`src/swbus_pkg.sv`:
```
// Constants for the single-wire bus transceiver control logic.
// Assumes a 100 MHz core clock; all pin timings are derived from it here.
package swbus_pkg;

  ////////////////////////////////////////////////////////////////////////////
  // Clock
  localparam int unsigned CLK_HZ         = 100_000_000;
  localparam int unsigned CYC_PER_US     = CLK_HZ / 1_000_000;
  localparam int unsigned CYC_PER_MS     = CLK_HZ / 1_000;

  ////////////////////////////////////////////////////////////////////////////
  // Timing, in the printed units
  localparam int unsigned TX_TIMEOUT_MS  = 17;
  localparam int unsigned WAKE_FILT_US   = 10;
  localparam int unsigned STANDBY_MS     = 250;

  // Cycle counts; filter is a least time, so it rounds up
  localparam int unsigned TX_TIMEOUT_CYC = TX_TIMEOUT_MS * CYC_PER_MS;
  localparam int unsigned WAKE_FILT_CYC  = (WAKE_FILT_US * CLK_HZ + 999_999) / 1_000_000;
  localparam int unsigned STANDBY_CYC    = STANDBY_MS * CYC_PER_MS;

  ////////////////////////////////////////////////////////////////////////////
  // Mode pin code {mode_sel_b, mode_sel_a}
  localparam logic [1:0]  MODE_SLEEP     = 2'h0;
  localparam logic [1:0]  MODE_HIGHSPEED = 2'h1;
  localparam logic [1:0]  MODE_WAKEUP    = 2'h2;
  localparam logic [1:0]  MODE_NORMAL    = 2'h3;

  ////////////////////////////////////////////////////////////////////////////
  // Synchroniser bit positions
  localparam int unsigned SY_TX          = 0;
  localparam int unsigned SY_MA          = 1;
  localparam int unsigned SY_MB          = 2;
  localparam int unsigned SY_DOM         = 3;
  localparam int unsigned SY_HV          = 4;
  localparam int unsigned SY_LGND        = 5;
  localparam int unsigned SY_UVLO        = 6;
  localparam int unsigned SY_LOWSUP      = 7;
  localparam int unsigned SY_OTEMP       = 8;
  localparam int unsigned SY_N           = 9;
  localparam logic [SY_N-1:0] SY_RESET   = 9'h001;

  ////////////////////////////////////////////////////////////////////////////
  // Receive event stream
  localparam int unsigned EVT_W          = 3;
  localparam int unsigned EVT_DEPTH      = 32;

  typedef enum logic [1:0] {ST_SLEEP, ST_STANDBY, ST_ACTIVE} link_state_t;

endpackage

```
`src/single_wire_bus_transceiver_control.sv`:
```
// Control logic of a single-wire bus transceiver, plus its receive event FIFO.
// Pins arrive asynchronously; the analog driver/receiver sits outside and is
// steered by the enables and level selects below.
//
// Functional notes
// - Transmit high or undriven leaves the bus recessive, driver off.
// - Transmit low drives dominant, normal or raised level per mode.
// - Sleep mode never drives the bus dominant.
// - Undriven transmit input reads as high.
// - Dominant transmit beyond the timeout switches the bus driver off.
// - Next transmit low-to-high re-enables transmission at once.
// - Undriven mode inputs read low, selecting sleep.
// - Mode code: 00 sleep, a=1 high-speed, b=1 raised wake-up, 11 normal.
// - Sleep left on valid raised-level wake or non-zero mode code.
// - High-speed mode disables transmit wave shaping.
// - Wake-up mode sends dominant bits at the raised level.
// - Normal mode transmits with wave shaping enabled.
// - Receive output high when bus recessive, low when dominant.
// - Receive output undriven in sleep until wake or mode change.
// - Bus wake-up pulls the receive output low as interrupt.
// - Without a mode change after bus wake, return to sleep after 250 ms.
// - All non-sleep modes forward the bus state to the receive output.
// - Load ground path stays connected unless loss of ground.
// - Transmission continues on loss of ground until undervoltage lockout.
// - Low supply makes wake-up mode use the normal dominant level.
// - Overtemperature disables the high-side driver.
// - Transmit timeout is 17 ms in all active modes.
// - Raised level counts as wake only after the filter delay.
`timescale 1ns/1ps

////////////////////////////////////////////////////////////////////////////////
// Flip-flop FIFO, valid/ready on both sides
module event_fifo #(
  parameter int unsigned WIDTH = 3,
  parameter int unsigned DEPTH = 32
) (
  // Clock and reset
  input  wire logic             core_clk,
  input  wire logic             rst_n,
  // Fill side
  input  wire logic             in_valid,
  output logic                  in_ready,
  input  wire logic [WIDTH-1:0] in_data,
  // Drain side
  output logic                  out_valid,
  input  wire logic             out_ready,
  output logic [WIDTH-1:0]      out_data
);
  localparam int unsigned AW = $clog2(DEPTH);

  logic [WIDTH-1:0] mem_r [DEPTH];
  logic [AW-1:0]    wr_ptr_r;
  logic [AW-1:0]    rd_ptr_r;
  logic [AW:0]      count_r;
  wire              push;
  wire              pop;
  wire              full;
  wire              empty;
  wire [AW-1:0]     wr_ptr_nxt;
  wire [AW-1:0]     rd_ptr_nxt;
  wire [AW:0]       count_nxt;

  // Count is one bit wider than the pointers, so full and empty never alias
  assign full       = (count_r == (AW+1)'(DEPTH));
  assign empty      = (count_r == '0);
  assign push       = in_valid && !full;
  assign pop        = out_ready && !empty;
  assign in_ready   = !full;
  assign out_valid  = !empty;
  assign out_data   = mem_r[rd_ptr_r];
  // Wrap by compare, so a depth that is not a power of two still works
  assign wr_ptr_nxt = (wr_ptr_r == AW'(DEPTH - 1)) ? '0 : wr_ptr_r + AW'(1);
  assign rd_ptr_nxt = (rd_ptr_r == AW'(DEPTH - 1)) ? '0 : rd_ptr_r + AW'(1);
  assign count_nxt  = count_r + (AW+1)'(push) - (AW+1)'(pop);

  always_ff @(posedge core_clk or negedge rst_n) begin
    if (!rst_n) begin
      wr_ptr_r <= '0;
      rd_ptr_r <= '0;
      count_r  <= '0;
    end else begin
      if (push) wr_ptr_r <= wr_ptr_nxt;
      if (pop)  rd_ptr_r <= rd_ptr_nxt;
      count_r <= count_nxt;
    end
  end

  // Storage needs no reset; only written entries are ever read
  always_ff @(posedge core_clk) begin
    if (push) mem_r[wr_ptr_r] <= in_data;
  end
endmodule

////////////////////////////////////////////////////////////////////////////////
// Transceiver control top
module single_wire_bus_transceiver_control
  import swbus_pkg::*;
#(
  parameter int unsigned TX_TIMEOUT_CYCLES = swbus_pkg::TX_TIMEOUT_CYC,
  parameter int unsigned STANDBY_CYCLES    = swbus_pkg::STANDBY_CYC,
  parameter int unsigned WAKE_FILT_CYCLES  = swbus_pkg::WAKE_FILT_CYC,
  parameter int unsigned FIFO_DEPTH        = swbus_pkg::EVT_DEPTH
) (
  // Clock and reset
  input  wire logic                       core_clk,
  input  wire logic                       rst_n,
  // Host pins
  input  wire logic                       tx_pin,
  input  wire logic                       tx_pin_driven,
  input  wire logic                       mode_sel_a,
  input  wire logic                       mode_sel_a_driven,
  input  wire logic                       mode_sel_b,
  input  wire logic                       mode_sel_b_driven,
  output logic                            rx_out,
  output logic                            rx_oe_n,
  // Bus line sensing and drive
  input  wire logic                       bus_line_dom,
  input  wire logic                       raised_level_wake,
  output logic                            bus_line_oe_n,
  output logic                            bus_line_raised,
  output logic                            wave_shape_en,
  output logic                            load_gnd_open,
  // Supply and fault indications
  input  wire logic                       loss_of_ground,
  input  wire logic                       supply_uvlo,
  input  wire logic                       supply_low,
  input  wire logic                       over_temp,
  // Status
  output logic                            low_power,
  output logic                            tx_timed_out,
  output logic [1:0]                      mode_now,
  // Receive event stream {mode, level}
  output logic                            evt_valid,
  input  wire logic                       evt_ready,
  output logic [swbus_pkg::EVT_W-1:0]     evt_data
);
  import swbus_pkg::*;

  ////////////////////////////////////////////////////////////////////////////
  // Input conditioning
  wire [SY_N-1:0] raw_in;
  // Driven flags stand in for the pin pull-up and pull-downs
  assign raw_in[SY_TX]     = tx_pin_driven ? tx_pin : 1'b1;
  assign raw_in[SY_MA]     = mode_sel_a_driven ? mode_sel_a : 1'b0;
  assign raw_in[SY_MB]     = mode_sel_b_driven ? mode_sel_b : 1'b0;
  assign raw_in[SY_DOM]    = bus_line_dom;
  assign raw_in[SY_HV]     = raised_level_wake;
  assign raw_in[SY_LGND]   = loss_of_ground;
  assign raw_in[SY_UVLO]   = supply_uvlo;
  assign raw_in[SY_LOWSUP] = supply_low;
  assign raw_in[SY_OTEMP]  = over_temp;

  logic [SY_N-1:0] s1_r;
  logic [SY_N-1:0] s2_r;
  logic [SY_N-1:0] s3_r;
  logic [SY_N-1:0] in_r;

  // Three stages; a level counts once stages two and three agree
  // Reset values equal the idle pin levels, so no false edge follows reset
  genvar gi;
  generate
    for (gi = 0; gi < SY_N; gi++) begin : g_sync
      always_ff @(posedge core_clk or negedge rst_n) begin
        if (!rst_n) begin
          s1_r[gi] <= SY_RESET[gi];
          s2_r[gi] <= SY_RESET[gi];
          s3_r[gi] <= SY_RESET[gi];
          in_r[gi] <= SY_RESET[gi];
        end else begin
          s1_r[gi] <= raw_in[gi];
          s2_r[gi] <= s1_r[gi];
          s3_r[gi] <= s2_r[gi];
          if (s2_r[gi] == s3_r[gi]) in_r[gi] <= s3_r[gi];
        end
      end
    end
  endgenerate

  wire       tx_high  = in_r[SY_TX];
  wire       bus_dom  = in_r[SY_DOM];
  wire       hv_seen  = in_r[SY_HV];
  wire       uvlo     = in_r[SY_UVLO];
  wire       low_sup  = in_r[SY_LOWSUP];
  wire       otemp    = in_r[SY_OTEMP];
  wire [1:0] mode_pin = {in_r[SY_MB], in_r[SY_MA]};
  wire       mode_off = (mode_pin == MODE_SLEEP);

  ////////////////////////////////////////////////////////////////////////////
  // Wake filter and mode state
  link_state_t state_r;
  link_state_t state_nxt;
  logic [31:0] wake_cnt_r;
  logic [31:0] sby_cnt_r;

  // Raised level must persist the full filter time
  wire wake_valid = hv_seen && (wake_cnt_r >= WAKE_FILT_CYCLES - 1);
  wire sby_expire = (sby_cnt_r >= STANDBY_CYCLES - 1);
  wire [31:0] wake_cnt_nxt;
  wire [31:0] sby_cnt_nxt;

  // Any drop of the raised level restarts the filter from zero
  assign wake_cnt_nxt = (hv_seen && state_r == ST_SLEEP && !wake_valid) ? wake_cnt_r + 32'h1 : '0;
  // Standby timer clears to zero one cycle after the state leaves standby
  assign sby_cnt_nxt  = (state_r == ST_STANDBY) ? sby_cnt_r + 32'h1 : '0;

  always_comb begin
    state_nxt = state_r;
    unique case (state_r)
      ST_SLEEP: begin
        if (!mode_off) state_nxt = ST_ACTIVE;
        else if (wake_valid) state_nxt = ST_STANDBY;
      end
      ST_STANDBY: begin
        if (!mode_off) state_nxt = ST_ACTIVE;
        else if (sby_expire) state_nxt = ST_SLEEP;
      end
      ST_ACTIVE: begin
        if (mode_off) state_nxt = ST_SLEEP;
      end
      // Unused code: fall back to sleep, where nothing is driven
      default: begin
        state_nxt = ST_SLEEP;
      end
    endcase
  end

  always_ff @(posedge core_clk or negedge rst_n) begin
    if (!rst_n) begin
      state_r    <= ST_SLEEP;
      wake_cnt_r <= '0;
      sby_cnt_r  <= '0;
    end else begin
      state_r    <= state_nxt;
      wake_cnt_r <= wake_cnt_nxt;
      sby_cnt_r  <= sby_cnt_nxt;
    end
  end

  ////////////////////////////////////////////////////////////////////////////
  // Transmit path and stuck-dominant timeout
  logic        txto_r;
  logic [31:0] dom_cnt_r;
  logic        tx_high_d_r;

  wire active  = (state_r == ST_ACTIVE) && !mode_off;
  // Rise is taken from the filtered level, so a glitch cannot clear a timeout
  wire tx_rise = tx_high && !tx_high_d_r;
  // Loss of ground alone does not stop the driver; lockout or overtemperature does
  wire drive   = active && !tx_high && !txto_r && !otemp && !uvlo;
  // Faults pause the drive but not the count, so a stuck input still times out
  wire        dom_run;
  wire [31:0] dom_cnt_nxt;
  wire        txto_hit;

  assign dom_run     = active && !tx_high && !txto_r;
  assign dom_cnt_nxt = dom_run ? dom_cnt_r + 32'h1 : '0;
  assign txto_hit    = (dom_cnt_r >= TX_TIMEOUT_CYCLES - 1);

  always_ff @(posedge core_clk or negedge rst_n) begin
    if (!rst_n) begin
      txto_r      <= 1'b0;
      dom_cnt_r   <= '0;
      tx_high_d_r <= 1'b1;
    end else begin
      tx_high_d_r <= tx_high;
      dom_cnt_r   <= dom_cnt_nxt;
      if (tx_rise) txto_r <= 1'b0;
      else if (txto_hit) txto_r <= 1'b1;
    end
  end

  ////////////////////////////////////////////////////////////////////////////
  // Receive event stream; an edge waits while the FIFO is full
  logic       bus_dom_d_r;
  logic       evt_pend_r;
  logic [EVT_W-1:0] evt_word_r;
  logic       fifo_in_ready;
  logic       fifo_out_valid;
  logic [EVT_W-1:0] fifo_out_data;

  wire bus_edge   = active && (bus_dom != bus_dom_d_r);
  wire evt_pushed = evt_pend_r && fifo_in_ready;
  // Output stage reloads when empty or when its word is taken
  wire out_take   = !evt_valid || evt_ready;

  always_ff @(posedge core_clk or negedge rst_n) begin
    if (!rst_n) begin
      bus_dom_d_r <= 1'b0;
      evt_pend_r  <= 1'b0;
      evt_word_r  <= '0;
    end else begin
      bus_dom_d_r <= bus_dom;
      // Newest edge overwrites a stalled one; the latest bus level wins
      if (bus_edge) begin
        evt_pend_r <= 1'b1;
        evt_word_r <= {mode_pin, !bus_dom};
      end else if (evt_pushed) begin
        evt_pend_r <= 1'b0;
      end
    end
  end

  event_fifo #(
    .WIDTH (EVT_W),
    .DEPTH (FIFO_DEPTH)
  ) u_fifo (
    .core_clk  (core_clk),
    .rst_n     (rst_n),
    .in_valid  (evt_pend_r),
    .in_ready  (fifo_in_ready),
    .in_data   (evt_word_r),
    .out_valid (fifo_out_valid),
    .out_ready (out_take),
    .out_data  (fifo_out_data)
  );

  ////////////////////////////////////////////////////////////////////////////
  // Output registers
  wire rx_level = (state_r == ST_STANDBY) ? 1'b0 : !bus_dom;
  wire rx_off   = (state_r == ST_SLEEP);
  wire raised   = (mode_pin == MODE_WAKEUP) && !low_sup;

  // Receive pin; sleep releases it
  always_ff @(posedge core_clk or negedge rst_n) begin
    if (!rst_n) begin
      rx_out  <= 1'b1;
      rx_oe_n <= 1'b1;
    end else begin
      rx_out  <= rx_off ? 1'b1 : rx_level;
      rx_oe_n <= rx_off;
    end
  end

  // Bus driver steering
  always_ff @(posedge core_clk or negedge rst_n) begin
    if (!rst_n) begin
      bus_line_oe_n   <= 1'b1;
      bus_line_raised <= 1'b0;
      wave_shape_en   <= 1'b1;
      load_gnd_open   <= 1'b0;
    end else begin
      bus_line_oe_n   <= !drive;
      bus_line_raised <= drive && raised;
      wave_shape_en   <= (mode_pin != MODE_HIGHSPEED);
      load_gnd_open   <= in_r[SY_LGND];
    end
  end

  // Status
  always_ff @(posedge core_clk or negedge rst_n) begin
    if (!rst_n) begin
      low_power    <= 1'b1;
      tx_timed_out <= 1'b0;
      mode_now     <= MODE_SLEEP;
    end else begin
      low_power    <= rx_off;
      tx_timed_out <= txto_r;
      mode_now     <= mode_pin;
    end
  end

  // Event stream output stage
  always_ff @(posedge core_clk or negedge rst_n) begin
    if (!rst_n) begin
      evt_valid <= 1'b0;
      evt_data  <= '0;
    end else if (out_take) begin
      evt_valid <= fifo_out_valid;
      evt_data  <= fifo_out_data;
    end
  end

endmodule

```
`config.mk`:
```
export PLATFORM = sky130hd
export DESIGN_NAME = single_wire_bus_transceiver_control
export DESIGN_NICKNAME = d
export VERILOG_FILES = /design/src/swbus_pkg.sv /design/src/single_wire_bus_transceiver_control.sv
export SDC_FILE = /design/constraint.sdc
export NUM_CORES = 1
export LEC_CHECK = 0
export BUFFER_PORTS_ARGS = -buffer_cell sky130_fd_sc_hd__buf_2
export CORE_UTILIZATION = 55
export CTS_BUF_LIST = sky130_fd_sc_hd__clkbuf_4
export CTS_CLUSTER_SIZE = 10
export DETAILED_ROUTE_END_ITERATION = 10
export GPL_TIMING_DRIVEN = 0
export PLACE_DENSITY_LB_ADDON = 0.15
export SETUP_SLACK_MARGIN = 0.1
export SLEW_MARGIN = 20
export SYNTH_ARGS = -nofsm -noshare
export SYNTH_HDL_FRONTEND = slang
export SYNTH_HIERARCHICAL = 1
export SYNTH_SLANG_ARGS = --single-unit
export TNS_END_PERCENT = 20
```
`constraint.sdc`:
```
create_clock -name core_clk -period 3.6 [get_ports core_clk]
set_clock_uncertainty 0.15 [all_clocks]
set_input_delay 0 -clock core_clk [delete_from_list [all_inputs] [get_ports core_clk]]
set_output_delay 0 -clock core_clk [all_outputs]
set_load 0.02 [all_outputs]
```
==> metrics.csv, run 1 <==
stage,metric,value,unit
run_status,status,"complete, no violations",
place,DP Area,11800,um2
synthesis,sequential share of the synthesized area,63.8,%
worst_setup_path,Worst EP required,3.94,ns
clock_network,clk sinks,266,
clock_network,"Reg clk slew, reported paths",0.06,ns
sta,post-route setup TNS,0,ns
sta,Final period util,88.6,%
sta,Slew @ Worst Pin,1.04,ns
synthesis,Post-Syn Area,11200,um2
synthesis,"top cells by count, synth","dfrtp_1, edfxtp_1, nor2_1, nand2_1, a21oi_1",
worst_setup_path,R2R cell count,13,
clock_network,quantity of gates resized following cts,0,
synthesis,leading area contributor after synthesis,dfrtp_1,
synthesis,#FFs+latches synth,266,
worst_setup_path,CP max FO,10,
floorplanning,Row Count,51,
worst_setup_path,CP peak stage delay,0.39,ns
sta,max_slew headroom,29.8,%
power_and_ir_drop,Lkg Pwr,5.11,nW
final_layout,layout cell share with drive strength beyond 1,17.7,%
clock_network,H-tree depth,3,
power_and_ir_drop,Logic pwr share,18.1,%
final_layout,Finished Core Util,66.0,%
power_and_ir_drop,P_int,5.42,mW
detailed_routing,Iter 0 DRT Violations,474,
worst_setup_path,Crit Path Class,reg2reg,
synthesis,"count leader, synth",dfrtp_1,
detailed_routing,vias per cell,5.50,
power_and_ir_drop,switching power,2.04,mW
power_and_ir_drop,Pwr Density,573,nW/um2
clock_network,root buffer cell,clkbuf_4,
sta,maximum clock rate,313,MHz
sta,clock period minus worst slack,3.19,ns
grt,largest net degree at the start of global routing,97,
synthesis,YS warnings,6,
synthesis,synth top area cells,"dfrtp_1, edfxtp_1, mux4_1",
worst_setup_path,crit path cell chain,inv_1 > ha_1 > nand4bb_1 > and2_1 > buf_2 > inv_1 > ha_1 > inv_1 > ha_1 > a21o_1 > a21oi_1 > nor4b_1 > a2111oi_0,
synthesis,predominant post-synthesis flop cell,dfrtp_1,
floorplanning,number of I/O pins,29,
clock_network,CTS tree,yes,
worst_setup_path,slowest stage cell on the critical path,dfrtp_1,
detailed_routing,WL final,21300,um
grt,remaining global-route overflow,0,
grt,initial antenna violation count,1,
place,Detailed Place HPWL,13200,um
final_layout,storage element area,7150,um2
worst_setup_path,critical path startpoint category,register,
final_layout,area of the multi-input gates,3840,um2
floorplanning,die height,145,um
final_layout,fin nets,1032,
clock_network,CTS buffer count,69,
detailed_routing,Detail Route Antenna Nets,0,
place,GP Congestion,0.793,
place,number of port buffers,28,
synthesis,cells after synthesis,848,
detailed_routing,routed vias,7259,
worst_hold_path,hold path depth,0,
sta,Slew Limit Fails,0,
worst_hold_path,Hold/Removal Path Class,reg2reg,
grt,Tot GR Track Use,22.2,%
synthesis,post-synth cell types,57,
power_and_ir_drop,Seq pwr share,46.3,%
power_and_ir_drop,clock power share,35.6,%
grt,first-pass GRT wire length,35200,um
synthesis,Post-synth EDFFs,96,
sta,unrepaired setup endpoints after global routing,no,
detailed_routing,DRC,0,
sta,final setup violation count,0,
floorplanning,Initial Util,56.8,%
final_layout,Fillers,1465,
power_and_ir_drop,Switching Share,27.3,%
worst_setup_path,crit path capture type,register,
synthesis,"Avg Cell Area, Syn",13.2,um2
power_and_ir_drop,peak supply drop,0.342,mV
clock_network,Worst-Skew Late Latency,0.65,ns
clock_network,clock tree buffer depth,3,
final_layout,fin area,13000,um2
flow_run,Max Cap Viol,0,
floorplanning,Die Width,145,um
grt,vias in the first global route,7198,
detailed_routing,WL per Instance,16.1,um
sta,Final Hold Violating Endpoints,0,
floorplanning,Die ar.,20900,um2
worst_setup_path,worst path arrival time,3.53,ns
synthesis,Async SR Flop Fraction,63.9,%
floorplanning,core region area,19700,um2
synthesis,top cell type's share of synthesized area,36.0,%
final_layout,area grow syn2layout,16.2,%
detailed_routing,DR pass1 iterations,4,
## path summary, 6_finish.rpt
check,slack [ns],startpoint,to
max in group asynchronous,2.49,rst_n,wave_shape_en
worst min register to register,0.20,s1_r[4],s2_r[4]
worst max-delay path,0.41,u_fifo/count_r[3],u_fifo/count_r[5]
worst max register to register,0.41,u_fifo/count_r[3],u_fifo/count_r[5]
min in group asynchronous,0.32,rst_n,rx_out
worst min-delay path,0.20,s1_r[4],s2_r[4]
## power groups by stage
stage / sequential [mW] / clock (mW) / combinational (mW)
5_1_grt: 3.48 / 2.91 / 1.50
4_1_cts: 3.46 / 2.74 / 1.36
2_1_floorplan: 3.52 / 0 / 0.961
3_3_place_gp: 3.51 / 0 / 1.29
3_5_place_dp: 3.52 / 0 / 1.33
6_report: 3.45 / 2.65 / 1.35
## registers in the layout, indices dropped and copies added (netlist names), 2 cells and up
signal / cells
wake_cnt_r: 32
u_fifo/count_r: 6
u_fifo/wr_ptr_r: 5
dom_cnt_r: 32
evt_data: 3
s3_r: 9
in_r: 3
u_fifo/mem_r: 96
u_fifo/rd_ptr_r: 5
evt_word_r: 3
mode_now: 2
s1_r: 9
state_r: 2
s2_r: 9
sby_cnt_r: 32
## routing by layer
metal	up-vias	track usage [%]	routed length, um
li1	3515	-	-
met1	3557	28.8	9470
met2	158	36.6	10500
met3	29	5.20	909
met4	0	8.14	360
met5	-	0	0
## layout by cell type, fill, tap and decap left out, types with 21 or more instances in the layout
cell and count:
nand4_1 27, mux4_1 21, nand2_1 45, edfxtp_1 96, xnor2_1 22, clkbuf_4 102
conb_1 22, dfrtp_1 160, buf_2 33, o31ai_1 24, nor2_1 91, dlygate4sd3_1 27
or4_1 26, inv_1 27, a21oi_1 35, nand3_1 28
## cell type report
cell class | instances | share of cell area, %
flip-flops and latches | 266 | 54.9
clock inverters | 25 | 1.25
diodes | 1 | 0.0192
well taps | 265 | 2.55
multi-input cells | 543 | 29.5
plain buffers | 33 | 1.49
repair buffers | 57 | 3.65
inverters | 27 | 0.778
clock buffers | 102 | 5.88
## stage by stage
step | hold WS, ns | std cells | total power, mW | setup WS [ns]
6_report | 0.199 | 1319 | 7.46 | 0.409
5_1_grt | 0.209 | 1319 | 7.89 | 0.218
4_1_cts | 0.185 | 1318 | 7.56 | 0.423
3_5_place_dp | -0.134 | 1163 | 4.84 | 0.456
3_3_place_gp | -0.0427 | 1162 | 4.80 | -0.267
2_1_floorplan | -0.446 | 869 | 4.48 | 1.02
## logic make-up (layout without fill, tap and decap cells)
group | after synthesis | after routing | synth area share (%)
mux | 34 | 34 | 6.50
other cells | 1 | 23 | 0.0335
simple gates | 312 | 312 | 14.9
flops | 266 | 266 | 63.8
compound gates | 109 | 109 | 6.15
fa+ha+maj | 29 | 29 | 3.11
buf+inv | 60 | 244 | 2.64
xor+xnor | 37 | 37 | 2.89
## critical path: cells and delay by family (launching register included)
| kind | cells | cell delay, ns |
|---|---|---|
| flops | 1 | 0.39 |
| buf+inv | 4 | 0.49 |
| fa+ha+maj | 3 | 0.61 |
| simple gates | 3 | 0.58 |
| compound gates | 3 | 0.81 |
## repair_timing
item                                   in CTS  in global routing
endpoints found under the hold margin     181                  0
buffers inserted                            0                  0
hold buffers                               28                  0
No activity file was read; power rests on OpenSTA's default activity.
==> run 2: changes to the inputs <==
--- a/config.mk
+++ b/config.mk
@@ -5,6 +5,7 @@
 export SDC_FILE = /design/constraint.sdc
 export NUM_CORES = 1
 export LEC_CHECK = 0
+export ABC_CLOCK_PERIOD_IN_PS = 3600
 export BUFFER_PORTS_ARGS = -buffer_cell sky130_fd_sc_hd__buf_2
 export CORE_UTILIZATION = 55
 export CTS_BUF_LIST = sky130_fd_sc_hd__clkbuf_4
@@ -12,6 +13,7 @@
 export DETAILED_ROUTE_END_ITERATION = 10
 export GPL_TIMING_DRIVEN = 0
 export PLACE_DENSITY_LB_ADDON = 0.15
+export REMOVE_ABC_BUFFERS = 1
 export SETUP_SLACK_MARGIN = 0.1
 export SLEW_MARGIN = 20
 export SYNTH_ARGS = -nofsm -noshare
==> run 2 against run 1 <==
Against the previous run:
- count of clock-buffer cells in the layout fell by 1
- utilization fell by 0.68 points
- critical path type unchanged
- largest cell class unchanged
- non-clock buffer count fell by 32
- worst setup slack got worse by 0.070 ns
- power rose by 1.0%
==> metrics.csv, run 2 (same netlist as run 1, synthesis figures left out) <==
stage,metric,value,unit,change
sta,setup ws final,0.340,ns,-0.0696 ns
power_and_ir_drop,Lkg Pwr,5.03,nW,-1.6%
detailed_routing,DRC,0,,unchanged
floorplanning,Row Count,51,,unchanged
sta,unrepaired setup endpoints after global routing,no,,
power_and_ir_drop,Switching Share,26.5,%,-0.84 points
clock_network,Worst-Skew Late Latency,0.65,ns,about the same
clock_network,CTS tree,yes,,
worst_setup_path,worst path arrival time,3.59,ns,+0.06 ns
sta,Hold Slack,0.205,ns,+0.00687 ns
clock_network,clk sinks,266,,unchanged
sta,Slew Limit Fails,0,,unchanged
detailed_routing,vias per cell,5.68,,+3.3%
power_and_ir_drop,switching power,1.99,mW,-2.1%
floorplanning,Initial Util,56.8,%,unchanged
place,dpl ws,0.373,ns,-0.0828 ns
power_and_ir_drop,Pwr Density,584,nW/um2,+2.1%
sta,maximum clock rate,307,MHz,-2.1%
clock_network,CTS Hold Bufs,28,,unchanged
final_layout,area grow syn2layout,15.0,%,
power_and_ir_drop,Seq pwr share,47.5,%,+1.2 points
final_layout,Finished Core Util,65.4,%,-0.68 points
detailed_routing,Detail Route Antenna Nets,0,,unchanged
worst_setup_path,Worst EP required,3.93,ns,about the same
sta,final setup violation count,0,,unchanged
worst_setup_path,CP max FO,10,,unchanged
floorplanning,Die ar.,20900,um2,unchanged
worst_hold_path,hold path depth,4,,+4
detailed_routing,WL final,21300,um,about the same
floorplanning,core region area,19700,um2,unchanged
final_layout,fin cells,1282,,-2.8%
clock_network,postcts setup bufs,0,,unchanged
sta,Final Hold Violating Endpoints,0,,unchanged
detailed_routing,DR pass1 iterations,5,,+1
detailed_routing,WL per Instance,16.6,um,+3.0%
final_layout,# diodes,0,,-1
final_layout,Largest register FFs,96,,unchanged
place,dpl cells,1131,,-2.8%
sta,clock period minus worst slack,3.26,ns,+0.0696 ns
clock_network,CTS buffer count,69,,unchanged
grt,initial antenna violation count,0,,-1
clock_network,root buffer cell,clkbuf_4,,
final_layout,Biggest register,u_fifo/mem_r,,
power_and_ir_drop,clock power share,37.5,%,+1.9 points
final_layout,fin nets,1000,,-3.1%
grt,vias in the first global route,7325,,+1.8%
place,GP Congestion,0.783,,-1.3%
grt,Tot GR Track Use,21.8,%,-0.39 points
place,Detailed Place HPWL,13200,um,+0.34%
floorplanning,die height,145,um,unchanged
run_status,status,"complete, no violations",,
worst_setup_path,crit path capture type,register,,
power_and_ir_drop,Logic pwr share,15.0,%,-3.1 points
power_and_ir_drop,P_int,5.54,mW,+2.2%
clock_network,H-tree depth,3,,unchanged
worst_setup_path,critical path startpoint category,register,,
worst_setup_path,Crit Path Class,reg2reg,,
grt,first-pass GRT wire length,35200,um,about the same
worst_setup_path,R2R cell count,12,,-1
grt,remaining global-route overflow,0,,unchanged
grt,largest net degree at the start of global routing,105,,+8.2%
final_layout,most frequent cells in the layout,"dfrtp_1, clkbuf_4, edfxtp_1, nor2_1, nand2_1",,
floorplanning,Die Width,145,um,unchanged
detailed_routing,Iter 0 DRT Violations,550,,+16%
detailed_routing,routed vias,7285,,+0.36%
sta,Final period util,90.6,%,+1.9 points
floorplanning,number of I/O pins,29,,unchanged
sta,max_slew headroom,25.7,%,-4.1 points
worst_hold_path,Hold/Removal Path Class,in2reg,,
flow_run,Max Cap Viol,0,,unchanged
clock_network,quantity of gates resized following cts,0,,unchanged
clock_network,clock tree buffer depth,3,,unchanged
clock_network,"Reg clk slew, reported paths",0.07,ns,about the same
final_layout,"most common cell after layout, fill and taps aside",dfrtp_1,,
final_layout,layout cell share with drive strength beyond 1,16.9,%,-0.75 points
power_and_ir_drop,peak supply drop,0.326,mV,-4.6%
place,number of port buffers,28,,unchanged
sta,Slew @ Worst Pin,1.11,ns,+0.0698 ns
[run 2: cell count changes in the layout (fill, tap and decap cells not counted), sizes merged]
cell / delta
buf: -13
bufinv: +3
clkbuf: -20
clkinv: -6
diode: -1
[run 2: routing by layer]
layer	vias up	track usage (%)	part of all wire, %
met2	197	36.8	51
li1	3435	-	-
met1	3620	27.8	43
met4	0	7.48	1.6
met3	33	5.07	4.8
met5	-	0	0
[run 2: critical path, stage by stage, from the launching register on]
cell and delay (ns):
dfrtp_1 0.36, inv_1 0.07, ha_1 0.22, nand4bb_1 0.20, and2_1 0.34, inv_1 0.19
ha_1 0.32, inv_1 0.04, ha_1 0.20, a21o_1 0.18, a21oi_1 0.31, nor4b_1 0.09
a2111oi_0 0.43
[run 2: power by group through the flow]
stage	combinational, mW	clock, mW	sequential [mW]
after floorplan	0.772	0	3.61
after global placement	1.03	0	3.62
after detailed placement	1.10	0	3.64
after CTS	1.14	2.90	3.58
after global routing	1.24	3.08	3.62
final	1.13	2.82	3.58
[run 2: area by class of cell]
type                       instances  area [um2]
sequential                       266        7150
clock inverter                    22         219
timing repair buffer              58         480
inverter                          27         101
multi-input combinational        543        3840
clock buffer                     101         758
tap                              265         332
fill                            1470        6830
[run 2: worst paths after layout]
check                                  startpoint                 to  slack (ns)
worst max-delay path            u_fifo/count_r[2]  u_fifo/count_r[5]        0.34
worst min-delay path                    evt_ready          evt_valid        0.21
worst max register to register  u_fifo/count_r[2]  u_fifo/count_r[5]        0.34
worst min register to register            s1_r[7]            s2_r[7]        0.21
max in group asynchronous                   rst_n      dom_cnt_r[15]        2.46
min in group asynchronous                   rst_n             rx_out        0.31
[run 2: through the flow]
step	area, um2	setup TNS, ns	power [mW]
CTS	12900	0	7.62
global route	12900	0	7.93
floorplan	11100	0	4.38
finish	12900	0	7.53
detailed placement	11600	0	4.74
global placement	11600	-4.18	4.66
==> run 3: changes to the inputs <==
==> constraint.sdc (replaced) <==
create_clock -name core_clk -period 3.6 [get_ports core_clk]
set_clock_uncertainty 0.15 [all_clocks]
set_input_delay 0.18 -clock core_clk [delete_from_list [all_inputs] [get_ports core_clk]]
set_output_delay 0.18 -clock core_clk [all_outputs]
set_load 0.02 [all_outputs]
==> run 3 against run 2 <==
Against the previous run:
- final cell count shrank 0.39%
- count of clock-buffer cells in the layout is the same
- utilization shrank 0.25 points
- global-route usage shrank 0.28 points
- sequential share of layout area grew 0.22 points
- non-clock buffer count shrank 5
- hold slack lost 0.087 ns
- worst setup slack lost 0.0070 ns
- via count shrank 0.65%
- critical endpoint unchanged
- register-to-register slack is essentially flat
- highest routed layer unchanged
- cell area shrank 0.39%
==> metrics.csv, run 3 (same netlist as run 1, synthesis figures left out) <==
stage,metric,value,unit,change
grt,vias in the first global route,7269,,-0.76%
sta,unrepaired setup endpoints after global routing,no,,
worst_setup_path,crit path capture type,register,,
clock_network,quantity of gates resized following cts,0,,unchanged
sta,Slew @ Worst Pin,1.11,ns,+0.000491 ns
sta,maximum clock rate,306,MHz,-0.21%
worst_hold_path,Min-Delay Startpoint,tx_pin,,
grt,initial antenna violation count,0,,unchanged
place,Detailed Place HPWL,13200,um,unchanged
clock_network,CTS buffer count,69,,unchanged
power_and_ir_drop,Pwr Density,586,nW/um2,+0.24%
power_and_ir_drop,Lkg Pwr,5.01,nW,-0.42%
worst_setup_path,worst path arrival time,3.60,ns,about the same
final_layout,area grow syn2layout,14.6,%,
run_status,status,"complete, no violations",,
detailed_routing,WL final,21100,um,-1.1%
sta,Hold Slack,0.118,ns,-0.0874 ns
sta,clock period minus worst slack,3.27,ns,+0.00702 ns
place,DP Area,11600,um2,unchanged
floorplanning,Row Count,51,,unchanged
detailed_routing,Detail Route Antenna Nets,0,,unchanged
detailed_routing,vias per cell,5.67,,-0.26%
detailed_routing,Iter 0 DRT Violations,511,,-7.1%
floorplanning,die height,145,um,unchanged
worst_hold_path,hold path depth,3,,-1
floorplanning,Die Width,145,um,unchanged
detailed_routing,routed vias,7238,,-0.65%
worst_hold_path,hold worst-path end,s1_r[0],,
place,number of port buffers,28,,unchanged
final_layout,area of the multi-input gates,3840,um2,unchanged
final_layout,Largest register FFs,96,,unchanged
place,GP Congestion,0.783,,unchanged
grt,Tot GR Track Use,21.5,%,-0.28 points
final_layout,storage element area,7150,um2,unchanged
floorplanning,core region area,19700,um2,unchanged
clock_network,clock tree buffer depth,3,,unchanged
power_and_ir_drop,peak supply drop,0.294,mV,-9.9%
clock_network,"Reg clk slew, reported paths",0.07,ns,about the same
clock_network,CTS tree,yes,,
worst_setup_path,R2R cell count,12,,unchanged
final_layout,"most common cell after layout, fill and taps aside",dfrtp_1,,
detailed_routing,WL per Instance,16.5,um,-0.73%
grt,remaining global-route overflow,0,,unchanged
worst_setup_path,Worst EP required,3.93,ns,about the same
grt,largest net degree at the start of global routing,105,,unchanged
worst_setup_path,"reg-to-reg slack, setup",0.33,ns,about the same
final_layout,Biggest register,u_fifo/mem_r,,
worst_setup_path,critical path startpoint category,register,,
worst_setup_path,CP max FO,10,,unchanged
final_layout,fin area,12800,um2,-0.39%
detailed_routing,DRC,0,,unchanged
sta,Slew Limit Fails,0,,unchanged
sta,Final period util,90.8,%,+0.20 points
clock_network,root buffer cell,clkbuf_4,,
worst_setup_path,Crit Reg-Reg Startpoint,u_fifo/count_r[2],,
final_layout,Fillers,1468,,-0.14%
clock_network,H-tree depth,3,,unchanged
clock_network,Worst-Skew Late Latency,0.64,ns,about the same
final_layout,most frequent cells in the layout,"dfrtp_1, clkbuf_4, edfxtp_1, nor2_1, nand2_1",,
worst_setup_path,Reg-to-Reg End,u_fifo/count_r[5],,
final_layout,# diodes,0,,unchanged
flow_run,Max Cap Viol,0,,unchanged
detailed_routing,DR pass1 iterations,5,,unchanged
floorplanning,Die ar.,20900,um2,unchanged
final_layout,fin nets,995,,-0.50%
worst_setup_path,Crit Path Class,reg2reg,,
sta,Final Hold Violating Endpoints,0,,unchanged
floorplanning,Initial Util,56.8,%,unchanged
clock_network,clk sinks,266,,unchanged
sta,final setup violation count,0,,unchanged
sta,max_slew headroom,25.7,%,-0.033 points
grt,first-pass GRT wire length,34800,um,-1.1%
floorplanning,number of I/O pins,29,,unchanged
final_layout,layout cell share with drive strength beyond 1,17.0,%,+0.084 points
worst_hold_path,Hold/Removal Path Class,in2reg,,
sta,post-route setup TNS,0,ns,unchanged
run 3: cell types whose count changed in the layout (fill, tap and decap cells not counted), sizes merged:
cell	before	now
dlygate4sd3	27	22
run 3: critical path: stages, from the launching register on:
cell       delay, ns
dfrtp_1         0.36
inv_1           0.07
ha_1            0.22
nand4bb_1       0.20
and2_1          0.35
inv_1           0.20
ha_1            0.32
inv_1           0.04
ha_1            0.20
a21o_1          0.18
a21oi_1         0.31
nor4b_1         0.09
a2111oi_0       0.43
run 3: how the worst max path moves through the flow:
| stage | start | to | slack, ns | cells past startpoint |
|---|---|---|---|---|
| floorplan | u_fifo/count_r[2] | u_fifo/count_r[5] | 1.0 | 12 |
| global route | u_fifo/count_r[2] | u_fifo/count_r[5] | 0.16 | 12 |
| finish | u_fifo/count_r[2] | u_fifo/count_r[5] | 0.33 | 12 |
| detailed placement | u_fifo/count_r[2] | u_fifo/count_r[5] | 0.37 | 12 |
| global placement | rst_n | dom_cnt_r[3] | -0.23 | 1 |
| CTS | u_fifo/count_r[2] | u_fifo/count_r[5] | 0.30 | 12 |
run 3: layer usage:
metal,global-route usage (%),vias to the layer above,wire (um)
li1,-,3426,-
met1,27.6,3581,9160
met2,35.8,202,10600
met3,5.20,29,1030
met4,7.53,0,316
met5,0,-,0
run 3: timing repair:
action	4_1_cts	5_1_grt
endpoints found under the hold margin	176	0
buffers inserted	0	0
hold buffers	23	0
run 3: report_power, final:
part	switching, mW	leakage [nW]	internal (mW)	total, mW
combinational	0.571	1.43	0.555	1.13
sequential	0.253	3.02	3.33	3.58
clock	1.16	0.568	1.65	2.81
run 3: final cells by class:
cell class                      instances  area share (%)
Timing Repair Buffer                   53            3.35
Clock buffer                          101            5.91
Clock inverter                         22            1.71
Sequential cell                       266            55.7
Tap cell                              265            2.58
Multi-Input combinational cell        543            30.0
Inverter                               27           0.790
run 3: metrics by stage:
| stage | setup slack, ns | utilization (%) | std cells | total power [mW] |
|---|---|---|---|---|
| 6_report | 0.332 | 65.1 | 1277 | 7.52 |
| 3_5_place_dp | 0.373 | 58.9 | 1131 | 4.74 |
| 3_3_place_gp | -0.229 | 58.6 | 1129 | 4.66 |
| 4_1_cts | 0.305 | 65.1 | 1277 | 7.62 |
| 5_1_grt | 0.159 | 65.1 | 1277 | 7.92 |
| 2_1_floorplan | 0.999 | - | 836 | 4.38 |
